`src/common/otr_pkg.sv`:
```
// Package for the offset and fine-scale trim register bank.
// Assumes a 32-bit APB slave port; register indices become byte addresses times four.
package otr_pkg;

  localparam int unsigned OTR_APB_ADDR_W  = 12;
  localparam int unsigned OTR_IDX_W       = 10;
  localparam int unsigned OTR_OFS_REG_W   = 16;
  localparam int unsigned OTR_SCALE_REG_W = 8;
  localparam int unsigned OTR_OFS_W       = 12;
  localparam int unsigned OTR_SCALE_W     = 5;
  localparam int unsigned OTR_NUM_OFS     = 5;
  localparam int unsigned OTR_NUM_SCALE   = 5;

  // Register indices as printed; byte address is index * 4
  localparam logic [9:0] OTR_IDX_CORE2_SECOND_INPUT_OFFSET = 10'h336;
  localparam logic [9:0] OTR_IDX_CORE3_THIRD_INPUT_OFFSET  = 10'h338;
  localparam logic [9:0] OTR_IDX_CORE3_FOURTH_INPUT_OFFSET = 10'h33a;
  localparam logic [9:0] OTR_IDX_CORE4_OFFSET_TRIM         = 10'h33c;
  localparam logic [9:0] OTR_IDX_CORE5_OFFSET_TRIM         = 10'h33e;
  localparam logic [9:0] OTR_IDX_CORE0_FINE_SCALE          = 10'h360;
  localparam logic [9:0] OTR_IDX_CORE1_FINE_SCALE          = 10'h361;
  localparam logic [9:0] OTR_IDX_CORE2_FIRST_INPUT_SCALE   = 10'h362;
  localparam logic [9:0] OTR_IDX_CORE2_SECOND_INPUT_SCALE  = 10'h363;
  localparam logic [9:0] OTR_IDX_CORE3_THIRD_INPUT_SCALE   = 10'h364;

  // Slot order inside the offset and scale arrays
  localparam logic [OTR_IDX_W-1:0] OTR_OFS_IDX [OTR_NUM_OFS] = '{
    OTR_IDX_CORE2_SECOND_INPUT_OFFSET,
    OTR_IDX_CORE3_THIRD_INPUT_OFFSET,
    OTR_IDX_CORE3_FOURTH_INPUT_OFFSET,
    OTR_IDX_CORE4_OFFSET_TRIM,
    OTR_IDX_CORE5_OFFSET_TRIM
  };
  localparam logic [OTR_IDX_W-1:0] OTR_SCALE_IDX [OTR_NUM_SCALE] = '{
    OTR_IDX_CORE0_FINE_SCALE,
    OTR_IDX_CORE1_FINE_SCALE,
    OTR_IDX_CORE2_FIRST_INPUT_SCALE,
    OTR_IDX_CORE2_SECOND_INPUT_SCALE,
    OTR_IDX_CORE3_THIRD_INPUT_SCALE
  };

  localparam int unsigned OTR_SLOT_C2_SECOND = 0;
  localparam int unsigned OTR_SLOT_C3_THIRD  = 1;
  localparam int unsigned OTR_SLOT_C3_FOURTH = 2;
  localparam int unsigned OTR_SLOT_C4        = 3;
  localparam int unsigned OTR_SLOT_C5        = 4;
  localparam int unsigned OTR_SLOT_G0        = 0;
  localparam int unsigned OTR_SLOT_G1        = 1;
  localparam int unsigned OTR_SLOT_G2_FIRST  = 2;
  localparam int unsigned OTR_SLOT_G2_SECOND = 3;
  localparam int unsigned OTR_SLOT_G3_THIRD  = 4;

  // Field positions and reset values
  localparam int unsigned OTR_OFS_LSB    = 0;
  localparam int unsigned OTR_SCALE_LSB  = 0;
  localparam logic [15:0] OTR_OFS_RESET   = 16'h0000;
  localparam logic [7:0]  OTR_SCALE_RESET = 8'h00;
  localparam logic [31:0] OTR_RDATA_RESET = 32'h0000_0000;

  typedef enum logic [1:0] {
    OTR_ST_WAIT_FUSE = 2'b00,
    OTR_ST_ACTIVE    = 2'b01
  } otr_state_t;

endpackage

```
`src/otr_trim_slot.sv`:
```
// One trim register: reset to a constant, loaded from fuse, then written by software.
// Assumes load and write never coincide; the caller sequences them.
`timescale 1ns/100ps
`default_nettype none
module otr_trim_slot
  import otr_pkg::*;
#(
  parameter int unsigned     W         = 16,
  parameter logic [W-1:0]    RESET_VAL = '0
)
(
  input  wire logic         pclk,
  input  wire logic         presetn,
  input  wire logic         load_en,
  input  wire logic [W-1:0] load_val,
  input  wire logic         wr_en,
  input  wire logic [W-1:0] wr_val,
  output logic      [W-1:0] value
);

  typedef struct packed {
    logic [W-1:0] value;
  } otr_slot_t;

  otr_slot_t state;
  otr_slot_t next_state;

  always_comb
  begin
    next_state = state;
    if (load_en)
    begin
      next_state.value = load_val;
    end
    else if (wr_en)
    begin
      // Whole word stored so reads return exactly what was written
      next_state.value = wr_val;
    end
  end

  always_ff @(posedge pclk or negedge presetn)
  begin
    if (!presetn)
    begin
      state <= '{value: RESET_VAL};
    end
    else
    begin
      state <= next_state;
    end
  end

  assign value = state.value;

endmodule
`default_nettype wire

```
`src/otr_trim_regs.sv`:
```
// Offset and fine-scale trim register bank with an APB slave port.
// Assumes fuse values and fuse_valid come from logic on pclk; input selects are async pins.
//
// Behaviour
// - Core two gets the second-pair offset only while it converts the second analog pair.
// - Core three gets the third-pair offset only while it converts the third analog pair.
// - Core three gets a separate fourth-pair offset while converting the fourth pair.
// - Core four always gets the offset held in bits eleven to zero of its register.
// - Core five always gets its own offset, regardless of any input selection.
// - Core zero is scaled by the five low bits of its eight-bit fine-scale register.
// - Core one is scaled by the five-bit value in its own fine-scale register.
// - Core two uses the first-pair scale for the first pair and the second for the second.
// - Core three uses its third-pair scale while converting the third pair.
// - Every trim register is initialised from fuse storage, not left at a constant.
// - Offset fields are unsigned binary values.
//
// Decided for this implementation: the APB slave port.
`timescale 1ns/100ps
`default_nettype none
module otr_trim_regs
  import otr_pkg::*;
(
  input  wire logic                                pclk,
  input  wire logic                                presetn,
  input  wire logic                                psel,
  input  wire logic                                penable,
  input  wire logic                                pwrite,
  input  wire logic [OTR_APB_ADDR_W-1:0]           paddr,
  input  wire logic [31:0]                         pwdata,
  output logic      [31:0]                         prdata,
  output logic                                     pready,
  output logic                                     pslverr,
  input  wire logic                                fuse_valid,
  input  wire logic [OTR_NUM_OFS*OTR_OFS_W-1:0]    fuse_offset,
  input  wire logic [OTR_NUM_SCALE*OTR_SCALE_W-1:0] fuse_scale,
  input  wire logic                                core2_input_sel,
  input  wire logic                                core3_input_sel,
  output logic                                     trim_loaded,
  output logic      [OTR_SCALE_W-1:0]              core0_scale,
  output logic      [OTR_SCALE_W-1:0]              core1_scale,
  output logic      [OTR_SCALE_W-1:0]              core2_scale,
  output logic      [OTR_OFS_W-1:0]                core2_offset,
  output logic                                     core2_offset_en,
  output logic      [OTR_OFS_W-1:0]                core3_offset,
  output logic      [OTR_SCALE_W-1:0]              core3_scale,
  output logic                                     core3_scale_en,
  output logic      [OTR_OFS_W-1:0]                core4_offset,
  output logic      [OTR_OFS_W-1:0]                core5_offset
);

  typedef struct packed {
    otr_state_t           fsm;
    logic                 sel2_meta;
    logic                 sel2;
    logic                 sel3_meta;
    logic                 sel3;
    logic [31:0]          rdata;
    logic                 slverr;
    logic [OTR_SCALE_W-1:0] g0;
    logic [OTR_SCALE_W-1:0] g1;
    logic [OTR_SCALE_W-1:0] g2;
    logic [OTR_OFS_W-1:0]   o2;
    logic                 o2_en;
    logic [OTR_OFS_W-1:0]   o3;
    logic [OTR_SCALE_W-1:0] g3;
    logic                 g3_en;
    logic [OTR_OFS_W-1:0]   o4;
    logic [OTR_OFS_W-1:0]   o5;
  } otr_regs_t;

  otr_regs_t state;
  otr_regs_t next_state;

  logic [OTR_OFS_REG_W-1:0]   ofs_q   [OTR_NUM_OFS];
  logic [OTR_SCALE_REG_W-1:0] scale_q [OTR_NUM_SCALE];
  logic [OTR_NUM_OFS-1:0]     ofs_hit;
  logic [OTR_NUM_SCALE-1:0]   scale_hit;
  logic [OTR_IDX_W-1:0]       req_idx;
  logic                       word_aligned;
  logic                       fuse_load;
  logic                       wr_fire;

  // Upper address bits select the word; the low two must be zero
  assign req_idx      = paddr[OTR_APB_ADDR_W-1:2];
  assign word_aligned = (paddr[1:0] == 2'b00);
  assign fuse_load    = (state.fsm == OTR_ST_WAIT_FUSE) && fuse_valid;
  // Bus is held off until fuse defaults are in, so software never races the load
  assign wr_fire      = psel && penable && pwrite && (state.fsm == OTR_ST_ACTIVE);

  genvar gi;
  generate
    for (gi = 0; gi < OTR_NUM_OFS; gi++)
    begin : g_ofs
      assign ofs_hit[gi] = word_aligned && (req_idx == OTR_OFS_IDX[gi]);
      otr_trim_slot #(
        .W         (OTR_OFS_REG_W),
        .RESET_VAL (OTR_OFS_RESET)
      ) u_slot (
        .pclk     (pclk),
        .presetn  (presetn),
        .load_en  (fuse_load),
        .load_val ({4'h0, fuse_offset[gi*OTR_OFS_W +: OTR_OFS_W]}),
        .wr_en    (wr_fire && ofs_hit[gi]),
        .wr_val   (pwdata[OTR_OFS_REG_W-1:0]),
        .value    (ofs_q[gi])
      );
    end
    for (gi = 0; gi < OTR_NUM_SCALE; gi++)
    begin : g_scale
      assign scale_hit[gi] = word_aligned && (req_idx == OTR_SCALE_IDX[gi]);
      otr_trim_slot #(
        .W         (OTR_SCALE_REG_W),
        .RESET_VAL (OTR_SCALE_RESET)
      ) u_slot (
        .pclk     (pclk),
        .presetn  (presetn),
        .load_en  (fuse_load),
        .load_val ({3'h0, fuse_scale[gi*OTR_SCALE_W +: OTR_SCALE_W]}),
        .wr_en    (wr_fire && scale_hit[gi]),
        .wr_val   (pwdata[OTR_SCALE_REG_W-1:0]),
        .value    (scale_q[gi])
      );
    end
  endgenerate

  always_comb
  begin
    next_state = state;

    case (state.fsm)
      OTR_ST_WAIT_FUSE:
      begin
        if (fuse_valid)
        begin
          next_state.fsm = OTR_ST_ACTIVE;
        end
      end
      OTR_ST_ACTIVE:
      begin
        next_state.fsm = OTR_ST_ACTIVE;
      end
      default:
      begin
        next_state.fsm = OTR_ST_WAIT_FUSE;
      end
    endcase

    // Two-flop synchronisers for the input-pair selects
    next_state.sel2_meta = core2_input_sel;
    next_state.sel2      = state.sel2_meta;
    next_state.sel3_meta = core3_input_sel;
    next_state.sel3      = state.sel3_meta;

    // Read data is captured every selected cycle, so the access phase sees
    // the word as it stood after any preceding write
    if (psel)
    begin
      next_state.rdata  = OTR_RDATA_RESET;
      next_state.slverr = 1'b1;
      for (int i = 0; i < OTR_NUM_OFS; i++)
      begin
        if (ofs_hit[i])
        begin
          next_state.rdata  = {16'h0000, ofs_q[i]};
          next_state.slverr = 1'b0;
        end
      end
      for (int i = 0; i < OTR_NUM_SCALE; i++)
      begin
        if (scale_hit[i])
        begin
          next_state.rdata  = {24'h000000, scale_q[i]};
          next_state.slverr = 1'b0;
        end
      end
    end

    // Applied corrections follow the stored words on the next edge
    next_state.g0    = scale_q[OTR_SLOT_G0][OTR_SCALE_LSB +: OTR_SCALE_W];
    next_state.g1    = scale_q[OTR_SLOT_G1][OTR_SCALE_LSB +: OTR_SCALE_W];
    next_state.g2    = state.sel2 ?
                       scale_q[OTR_SLOT_G2_SECOND][OTR_SCALE_LSB +: OTR_SCALE_W] :
                       scale_q[OTR_SLOT_G2_FIRST][OTR_SCALE_LSB +: OTR_SCALE_W];
    // First-pair offset of core two lives in another bank; here it reads zero
    next_state.o2_en = state.sel2;
    next_state.o2    = state.sel2 ?
                       ofs_q[OTR_SLOT_C2_SECOND][OTR_OFS_LSB +: OTR_OFS_W] :
                       12'h000;
    next_state.o3    = state.sel3 ?
                       ofs_q[OTR_SLOT_C3_FOURTH][OTR_OFS_LSB +: OTR_OFS_W] :
                       ofs_q[OTR_SLOT_C3_THIRD][OTR_OFS_LSB +: OTR_OFS_W];
    next_state.g3_en = !state.sel3;
    next_state.g3    = state.sel3 ?
                       5'h00 :
                       scale_q[OTR_SLOT_G3_THIRD][OTR_SCALE_LSB +: OTR_SCALE_W];
    // Offsets are passed as unsigned codes; no sign extension anywhere
    next_state.o4    = ofs_q[OTR_SLOT_C4][OTR_OFS_LSB +: OTR_OFS_W];
    next_state.o5    = ofs_q[OTR_SLOT_C5][OTR_OFS_LSB +: OTR_OFS_W];
  end

  always_ff @(posedge pclk or negedge presetn)
  begin
    if (!presetn)
    begin
      state <= '{
        fsm:       OTR_ST_WAIT_FUSE,
        sel2_meta: 1'b0,
        sel2:      1'b0,
        sel3_meta: 1'b0,
        sel3:      1'b0,
        rdata:     OTR_RDATA_RESET,
        slverr:    1'b0,
        g0:        5'h00,
        g1:        5'h00,
        g2:        5'h00,
        o2:        12'h000,
        o2_en:     1'b0,
        o3:        12'h000,
        g3:        5'h00,
        g3_en:     1'b0,
        o4:        12'h000,
        o5:        12'h000
      };
    end
    else
    begin
      state <= next_state;
    end
  end

  // Stall only while fuse defaults are pending; zero wait states afterwards
  assign pready          = (state.fsm == OTR_ST_ACTIVE);
  assign prdata          = state.rdata;
  assign pslverr         = state.slverr && psel && penable && pready;
  assign trim_loaded     = (state.fsm == OTR_ST_ACTIVE);
  assign core0_scale     = state.g0;
  assign core1_scale     = state.g1;
  assign core2_scale     = state.g2;
  assign core2_offset    = state.o2;
  assign core2_offset_en = state.o2_en;
  assign core3_offset    = state.o3;
  assign core3_scale     = state.g3;
  assign core3_scale_en  = state.g3_en;
  assign core4_offset    = state.o4;
  assign core5_offset    = state.o5;

endmodule
`default_nettype wire

```
`config.mk`:
```
export PLATFORM = sky130hd
export DESIGN_NAME = otr_trim_regs
export DESIGN_NICKNAME = d
export VERILOG_FILES = /design/src/common/otr_pkg.sv /design/src/otr_trim_slot.sv /design/src/otr_trim_regs.sv
export SDC_FILE = /design/constraint.sdc
export NUM_CORES = 1
export LEC_CHECK = 0
export BUFFER_PORTS_ARGS = -buffer_cell sky130_fd_sc_hd__buf_2
export CAP_MARGIN = 25
export CORE_MARGIN = 2
export CORE_UTILIZATION = 45
export CTS_CLUSTER_DIAMETER = 150
export DETAILED_ROUTE_END_ITERATION = 8
export HOLD_SLACK_MARGIN = 0.05
export PLACE_DENSITY_LB_ADDON = 0.15
export RECOVER_POWER = 25
export SYNTH_ARGS = -nofsm -noshare
export SYNTH_HDL_FRONTEND = slang
export SYNTH_SLANG_ARGS = --single-unit
```
`constraint.sdc`:
```
create_clock -name pclk -period 5.3 [get_ports pclk]
set_input_delay 0.265 -clock pclk [delete_from_list [all_inputs] [get_ports pclk]]
set_output_delay 0.265 -clock pclk [all_outputs]
set_load 0.005 [all_outputs]
```
Yosys cells after proc, flatten, opt, wreduce, memory -nomap -nowiden
Cells that the tools add are included.

storage, ports and cells
  register bits = 229
  output and inout bits = 105
  logic and storage cells = 115

operators by class
  equal/unequal tests = 12
  multiplexer cells = 36
  reductions and logical operators = 40

operators by type and width
  cell                                                                   count
  33-bit two-way mux                                                     9
  16-bit two-way mux                                                     10
  10-bit equality test, second input constant                            10
  8-bit two-way mux                                                      10
  1-bit logical AND                                                      27
  12-bit two-way mux                                                     2
  2-bit nonzero test                                                     10
  17-bit two-way mux                                                     1
  5-bit two-way mux                                                      2
  2-bit zero test                                                        2
  2-bit one-hot mux with 2 select lines                                  1
  2-bit by 1-bit equality test with 1-bit output, second input constant  1
  2-bit two-way mux                                                      1
  2-bit inequality test, second input constant                           1
  1-bit zero test                                                        1

Longest topological paths before layout
  depth in word-level cells = 12
  depth in mapped cells = 8

By module
A second synthesis with hierarchy kept.

unflattened totals
  cell total of the unflattened synthesis = 1004
  area, all modules = 10547.6 sq um

modules (own cells, without submodules)
  module                                 instances  cells an instance  area each (sq um)  seq. area each (sq um)
  otr_trim_regs                          1          489                4961.0             2302.2
  otr_trim_slot (g_ofs[0].u_slot ...)    5          69                 744.5              400.4
  otr_trim_slot (g_scale[0].u_slot ...)  5          34                 372.9              200.2

Worst setup path before layout
No wires, ideal clock.

  kind = input-to-reg
  start = in paddr[9]
  end = reg state, in the netlist prdata[1]
  library setup time = 94 ps
  data arrival time = 1984 ps
  required time = 5206 ps
  slack = 3223 ps
  stages = 7
  path buffers = 2
  cell sequence = or4b_1 buf_2 or4_1 buf_2 nor2_1 a211oi_1 a221oi_2

on the way
  longest elaborated chain between the ends = 12
  elaborated cells between the ends (all ways) = 30

RTL lines
  what                              line                  text
  from (decl)                       otr_trim_regs.sv:28   input wire logic [OTR_APB_ADDR_W-1:0] paddr,
  10-bit equality test              otr_trim_regs.sv:94   assign ofs_hit[gi] = word_aligned && (req_idx == OTR_OFS_IDX[gi]);
  1-bit logical AND                 otr_trim_regs.sv:94
  17-bit two-way mux                otr_trim_regs.sv:162  if (ofs_hit[i])
  33-bit two-way mux (4 in series)  otr_trim_regs.sv:162
  33-bit two-way mux (4 in series)  otr_trim_regs.sv:170  if (scale_hit[i])
  33-bit two-way mux (*)            otr_trim_regs.sv:170
  to (signal assigned)              otr_trim_regs.sv:205  state <= '{
  to (signal assigned)              otr_trim_regs.sv:227  state <= next_state;
  to (decl)                         otr_trim_regs.sv:71   otr_regs_t state;

Every way passes the cells marked *; elsewhere a longest branch is shown, timed or not.
A chain may end at the register's enable or synchronous reset.

Worst setup path in the final report
  start = reg state[107] (netlist bit)
  end = reg g_ofs[3].u_slot.state, in the netlist g_ofs[3].u_slot.value[9]

on the way
  longest elaborated chain between the ends = 4
  elaborated cells between the ends (all ways) = 7

RTL lines
  what                                            line                  text
  2-bit by 1-bit equality test with 1-bit output  otr_trim_regs.sv:88   assign wr_fire = psel && penable && pwrite && (state.fsm == OTR_ST_ACTIVE);
  1-bit logical AND                               otr_trim_regs.sv:88
  1-bit logical AND                               otr_trim_regs.sv:103  .wr_en (wr_fire && ofs_hit[gi]),
  2-bit nonzero test (no line)                    -
  to (signal assigned)                            otr_trim_slot.sv:46   state <= '{value: RESET_VAL};
  to (signal assigned)                            otr_trim_slot.sv:50   state <= next_state;
  to (decl)                                       otr_trim_slot.sv:25   otr_slot_t state;

Several ways; a longest one is shown, not always the timed one.

==> metrics.md <==
| Metric | Value |
|---|---|
| Synthesized area | 10300 um^2 |
| Most common cell in the netlist | dfrtp_1 |
| Slew Viols, Final | 105 |
| Final worst path period need | 2.94 ns |
| Synth Area per Inst | 9.85 um^2 |
| Initial antenna violation count | 1 |
| Inserted Diodes | 0 |
| Reg2reg path depth | 7 |
| RD Place Congestion | 0.891 |
| Pleak | 5.74 nW |
| Worst r2r src | state[107]$_DFFE_PN0P_ |
| Clk root buf | clkbuf_16 |
| Hold slack | 0.0787 ns |
| Post-route DRC | 0 |
| Share of layout cells above drive strength 1 | 23.4% |
| Fraction of registers with async set/reset | 100% |
| Final clock skew | 0.0117 ns |
| Die boundary width | 155 um |
| Num CTS Buffers | 24 |
| Placed cell count | 1393 |
| Yosys top cell area share | 51.4% |
| Slowest stage delay, CP | 0.76 ns |
| Max Buffers Root-to-Sink | 3 |
| Routed WL | 31.0 mm |
| Post-synthesis mux area share | 9.20% |
| Fmax | 0.340 GHz |
| Post-Route Setup TNS | 0 ns |
| Distinct cell type count after synthesis | 64 |
| Die Y-Extent | 155 um |
| Worst Setup End Kind | flip-flop |
| Worst r2r dst | g_ofs[3].u_slot.value[9]$_DFFE_PN0P_ |
| Adder-cell share of the synthesized area | 0% |
| Worst-Margin Slew | 2.64 ns |
| Dominant cell type by area after synthesis | dfrtp_1 |
| Pwr dens | 315 nW/um^2 |
| Final Non-Filler Cells | 1530 |
| Endpoints failing setup | 0 |
| Post-synth top cells | 212 x dfrtp_1, 162 x nand2_1, 108 x buf_4, 94 x nor2_1, 78 x mux2i_1 |
| CP cell instances | nand4_1, buf_4, nor4_4, and2_1, nand2_1, a31oi_1, dlygate4sd3_1 |
| Final hold violations | 0 |
| VDD IR max | 0.000147 V |
| MaxCap Viol Count | 1 |
| Count of input and output buffers | 209 |
| Critical-path top delay cell | and2_1 |
| Total gr overflow | 0 |
| CTS clk-pin slew, worst paths | 0.06 ns |
| WHS Endpoint | g_ofs[0].u_slot.value[9]$_DFFE_PN0P_ |
| Final instance area | 12500 um^2 |
| Reg-to-reg slack, setup | 2.36 ns |
| Number of warnings issued by yosys | 0 |
| CP Depth | 7 |
| Synth Instances | 1048 |
| # IOs | 242 |
| CP required | 5.75 ns |
| XOR/XNOR share of the synthesized area | 0% |
| CORE AREA | 22600 um^2 |
| Total clock sinks | 212 |
| Area of placed instances | 10800 um^2 |
| Worst Path Arrival | 3.39 ns |
| Routed Antenna Nets | 0 |
| Largest net degree at the start of global routing | 105 |
| Seq/Total Area, Yosys | 51.4% |
| Post-DR vias/cell | 5.34 |
| Largest family of logic cells by synthesized area | simple AND/OR/NAND/NOR gates |
| Failing checks | capacitance limit, slew limit |
| #FFs+latches synth | 212 |
| CTS tree | built |
| Clock latency on the worst-skew pair | 0.52 ns |
| Global Route Usage Sum | 25.5% |
| First-pass GRT wire length | 47.1 mm |
| H-tree depth | 1 |
| Drt pass-1 iters | 5 |
| Starting DRC count in detailed routing | 630 |
| Initial Utilization | 45.7% |
| EDFF count, synth | 0 |
| P&R area growth vs syn | 21.2% |
| Top cells by area, synth | dfrtp_1 51%, buf_4 7.9%, mux2i_1 7.6% |
| Util after Layout | 55.4% |
| Max Fanout on Critical Path | 16 |
| Hold path start | pwdata[9] |
| CTS resizes | 0 |
| Final worst path period share | 55.4% |
| RSZ-0062 raised after global routing | false |
| Post-synthesis compound-gate area fraction | 12.6% |
| Die area | 24200 um^2 |
| WP buf/inv | 2 |
| Vias after detailed routing | 8169 |
| Vias in the first global route | 7934 |
| DP Wirelength | 20.3 mm |
| Ys flop type | dfrtp_1 |
| Delay-heaviest family, CP | simple AND/OR/NAND/NOR gates |
| Hold depth | 3 |
| Row count | 55 |
| Simple-gate portion of the synthesized area | 15.4% |
| Crit Path Class | reg2reg |
| Hold Path Class | in2reg |
| Slew HR | -76.2% |
| Status | finished, violations left |
| WL per Instance | 20.3 um |
| Final #Nets | 1364 |
| Worst setup SP type | flip-flop |
==> worst max-delay path by stage <==
stage                                      endpoint  slack (ns)              startpoint
2_1_floorplan                 prdata[1]$_DFFE_PN0P_        3.22                paddr[9]
3_3_place_gp   g_ofs[2].u_slot.value[0]$_DFFE_PN0P_        2.39                paddr[3]
4_1_cts        g_ofs[3].u_slot.value[9]$_DFFE_PN0P_        2.42  state[107]$_DFFE_PN0P_
3_5_place_dp   g_ofs[2].u_slot.value[0]$_DFFE_PN0P_        2.38                paddr[3]
6_report       g_ofs[3].u_slot.value[9]$_DFFE_PN0P_        2.36  state[107]$_DFFE_PN0P_
5_1_grt        g_ofs[3].u_slot.value[2]$_DFFE_PN0P_        1.76                 presetn
==> logic make-up (layout without fill, tap and decap cells) <==
kind of cell,after synthesis,count (layout)
and+or+nand+nor,337,337
other,1,16
DFF,212,212
buffers and inverters,202,384
AOI/OAI and AO/OA,203,203
muxes,93,93
==> layer usage <==
metal / track usage (%) / routed length, um / vias up
met5: 0 / 11 / -
met4: 5.94 / 636 / 2
met3: 5.10 / 2200 / 46
met2: 39.8 / 14000 / 297
met1: 36.8 / 14200 / 3984
li1: - / - / 3840
==> power by group <==
part	internal (mW)	switching [mW]	total, mW
clock	0.950	0.667	1.62
combinational	0.222	0.237	0.459
sequential	1.77	0.101	1.87
==> layout make-up <==
cell class / count / area (um^2)
clock buffer: 39 / 738
clock inverter: 5 / 31.3
timing repair buffer: 315 / 2070
sequential: 212 / 5310
inverter: 25 / 93.8
fill: 2054 / 10100
tap: 285 / 357
multi-input combinational: 649 / 3910
==> stage by stage <==
step	power [mW]	worst slack [ns]
6_report	3.94	2.36
5_1_grt	4.11	1.76
2_1_floorplan	2.15	3.22
3_3_place_gp	2.29	2.39
3_5_place_dp	2.30	2.38
4_1_cts	3.98	2.42
==> state kept, by name, indices dropped and copies added, names as in the netlist, 12 cells and up <==
signal,count
core2_offset,12
core3_offset,12
core4_offset,12
core5_offset,12
g_ofs.u_slot.value,80
g_scale.u_slot.value,40
prdata,16
==> worst min-delay path: stages <==
cell and delay, ns:
buf_2 0.14, nand2_1 0.07, a31oi_1 0.07
==> layout by cell type, fill, tap and decap left out, types with 15 or more instances in the layout <==
master,instances
a21oi_1,24
a31oi_1,38
and2_1,15
buf_2,208
clkbuf_16,25
conb_1,16
dfrtp_1,212
dlygate4sd3_1,93
inv_1,25
mux2_2,15
mux2i_1,78
nand2_1,162
nor2_1,94
o21ai_0,70
==> timing repair <==
action / in CTS / in global routing
buffers inserted: 0 / 0
endpoints found under the hold margin: 200 / 0
hold buffers: 93 / 0
(Power assumes the default switching activity.)
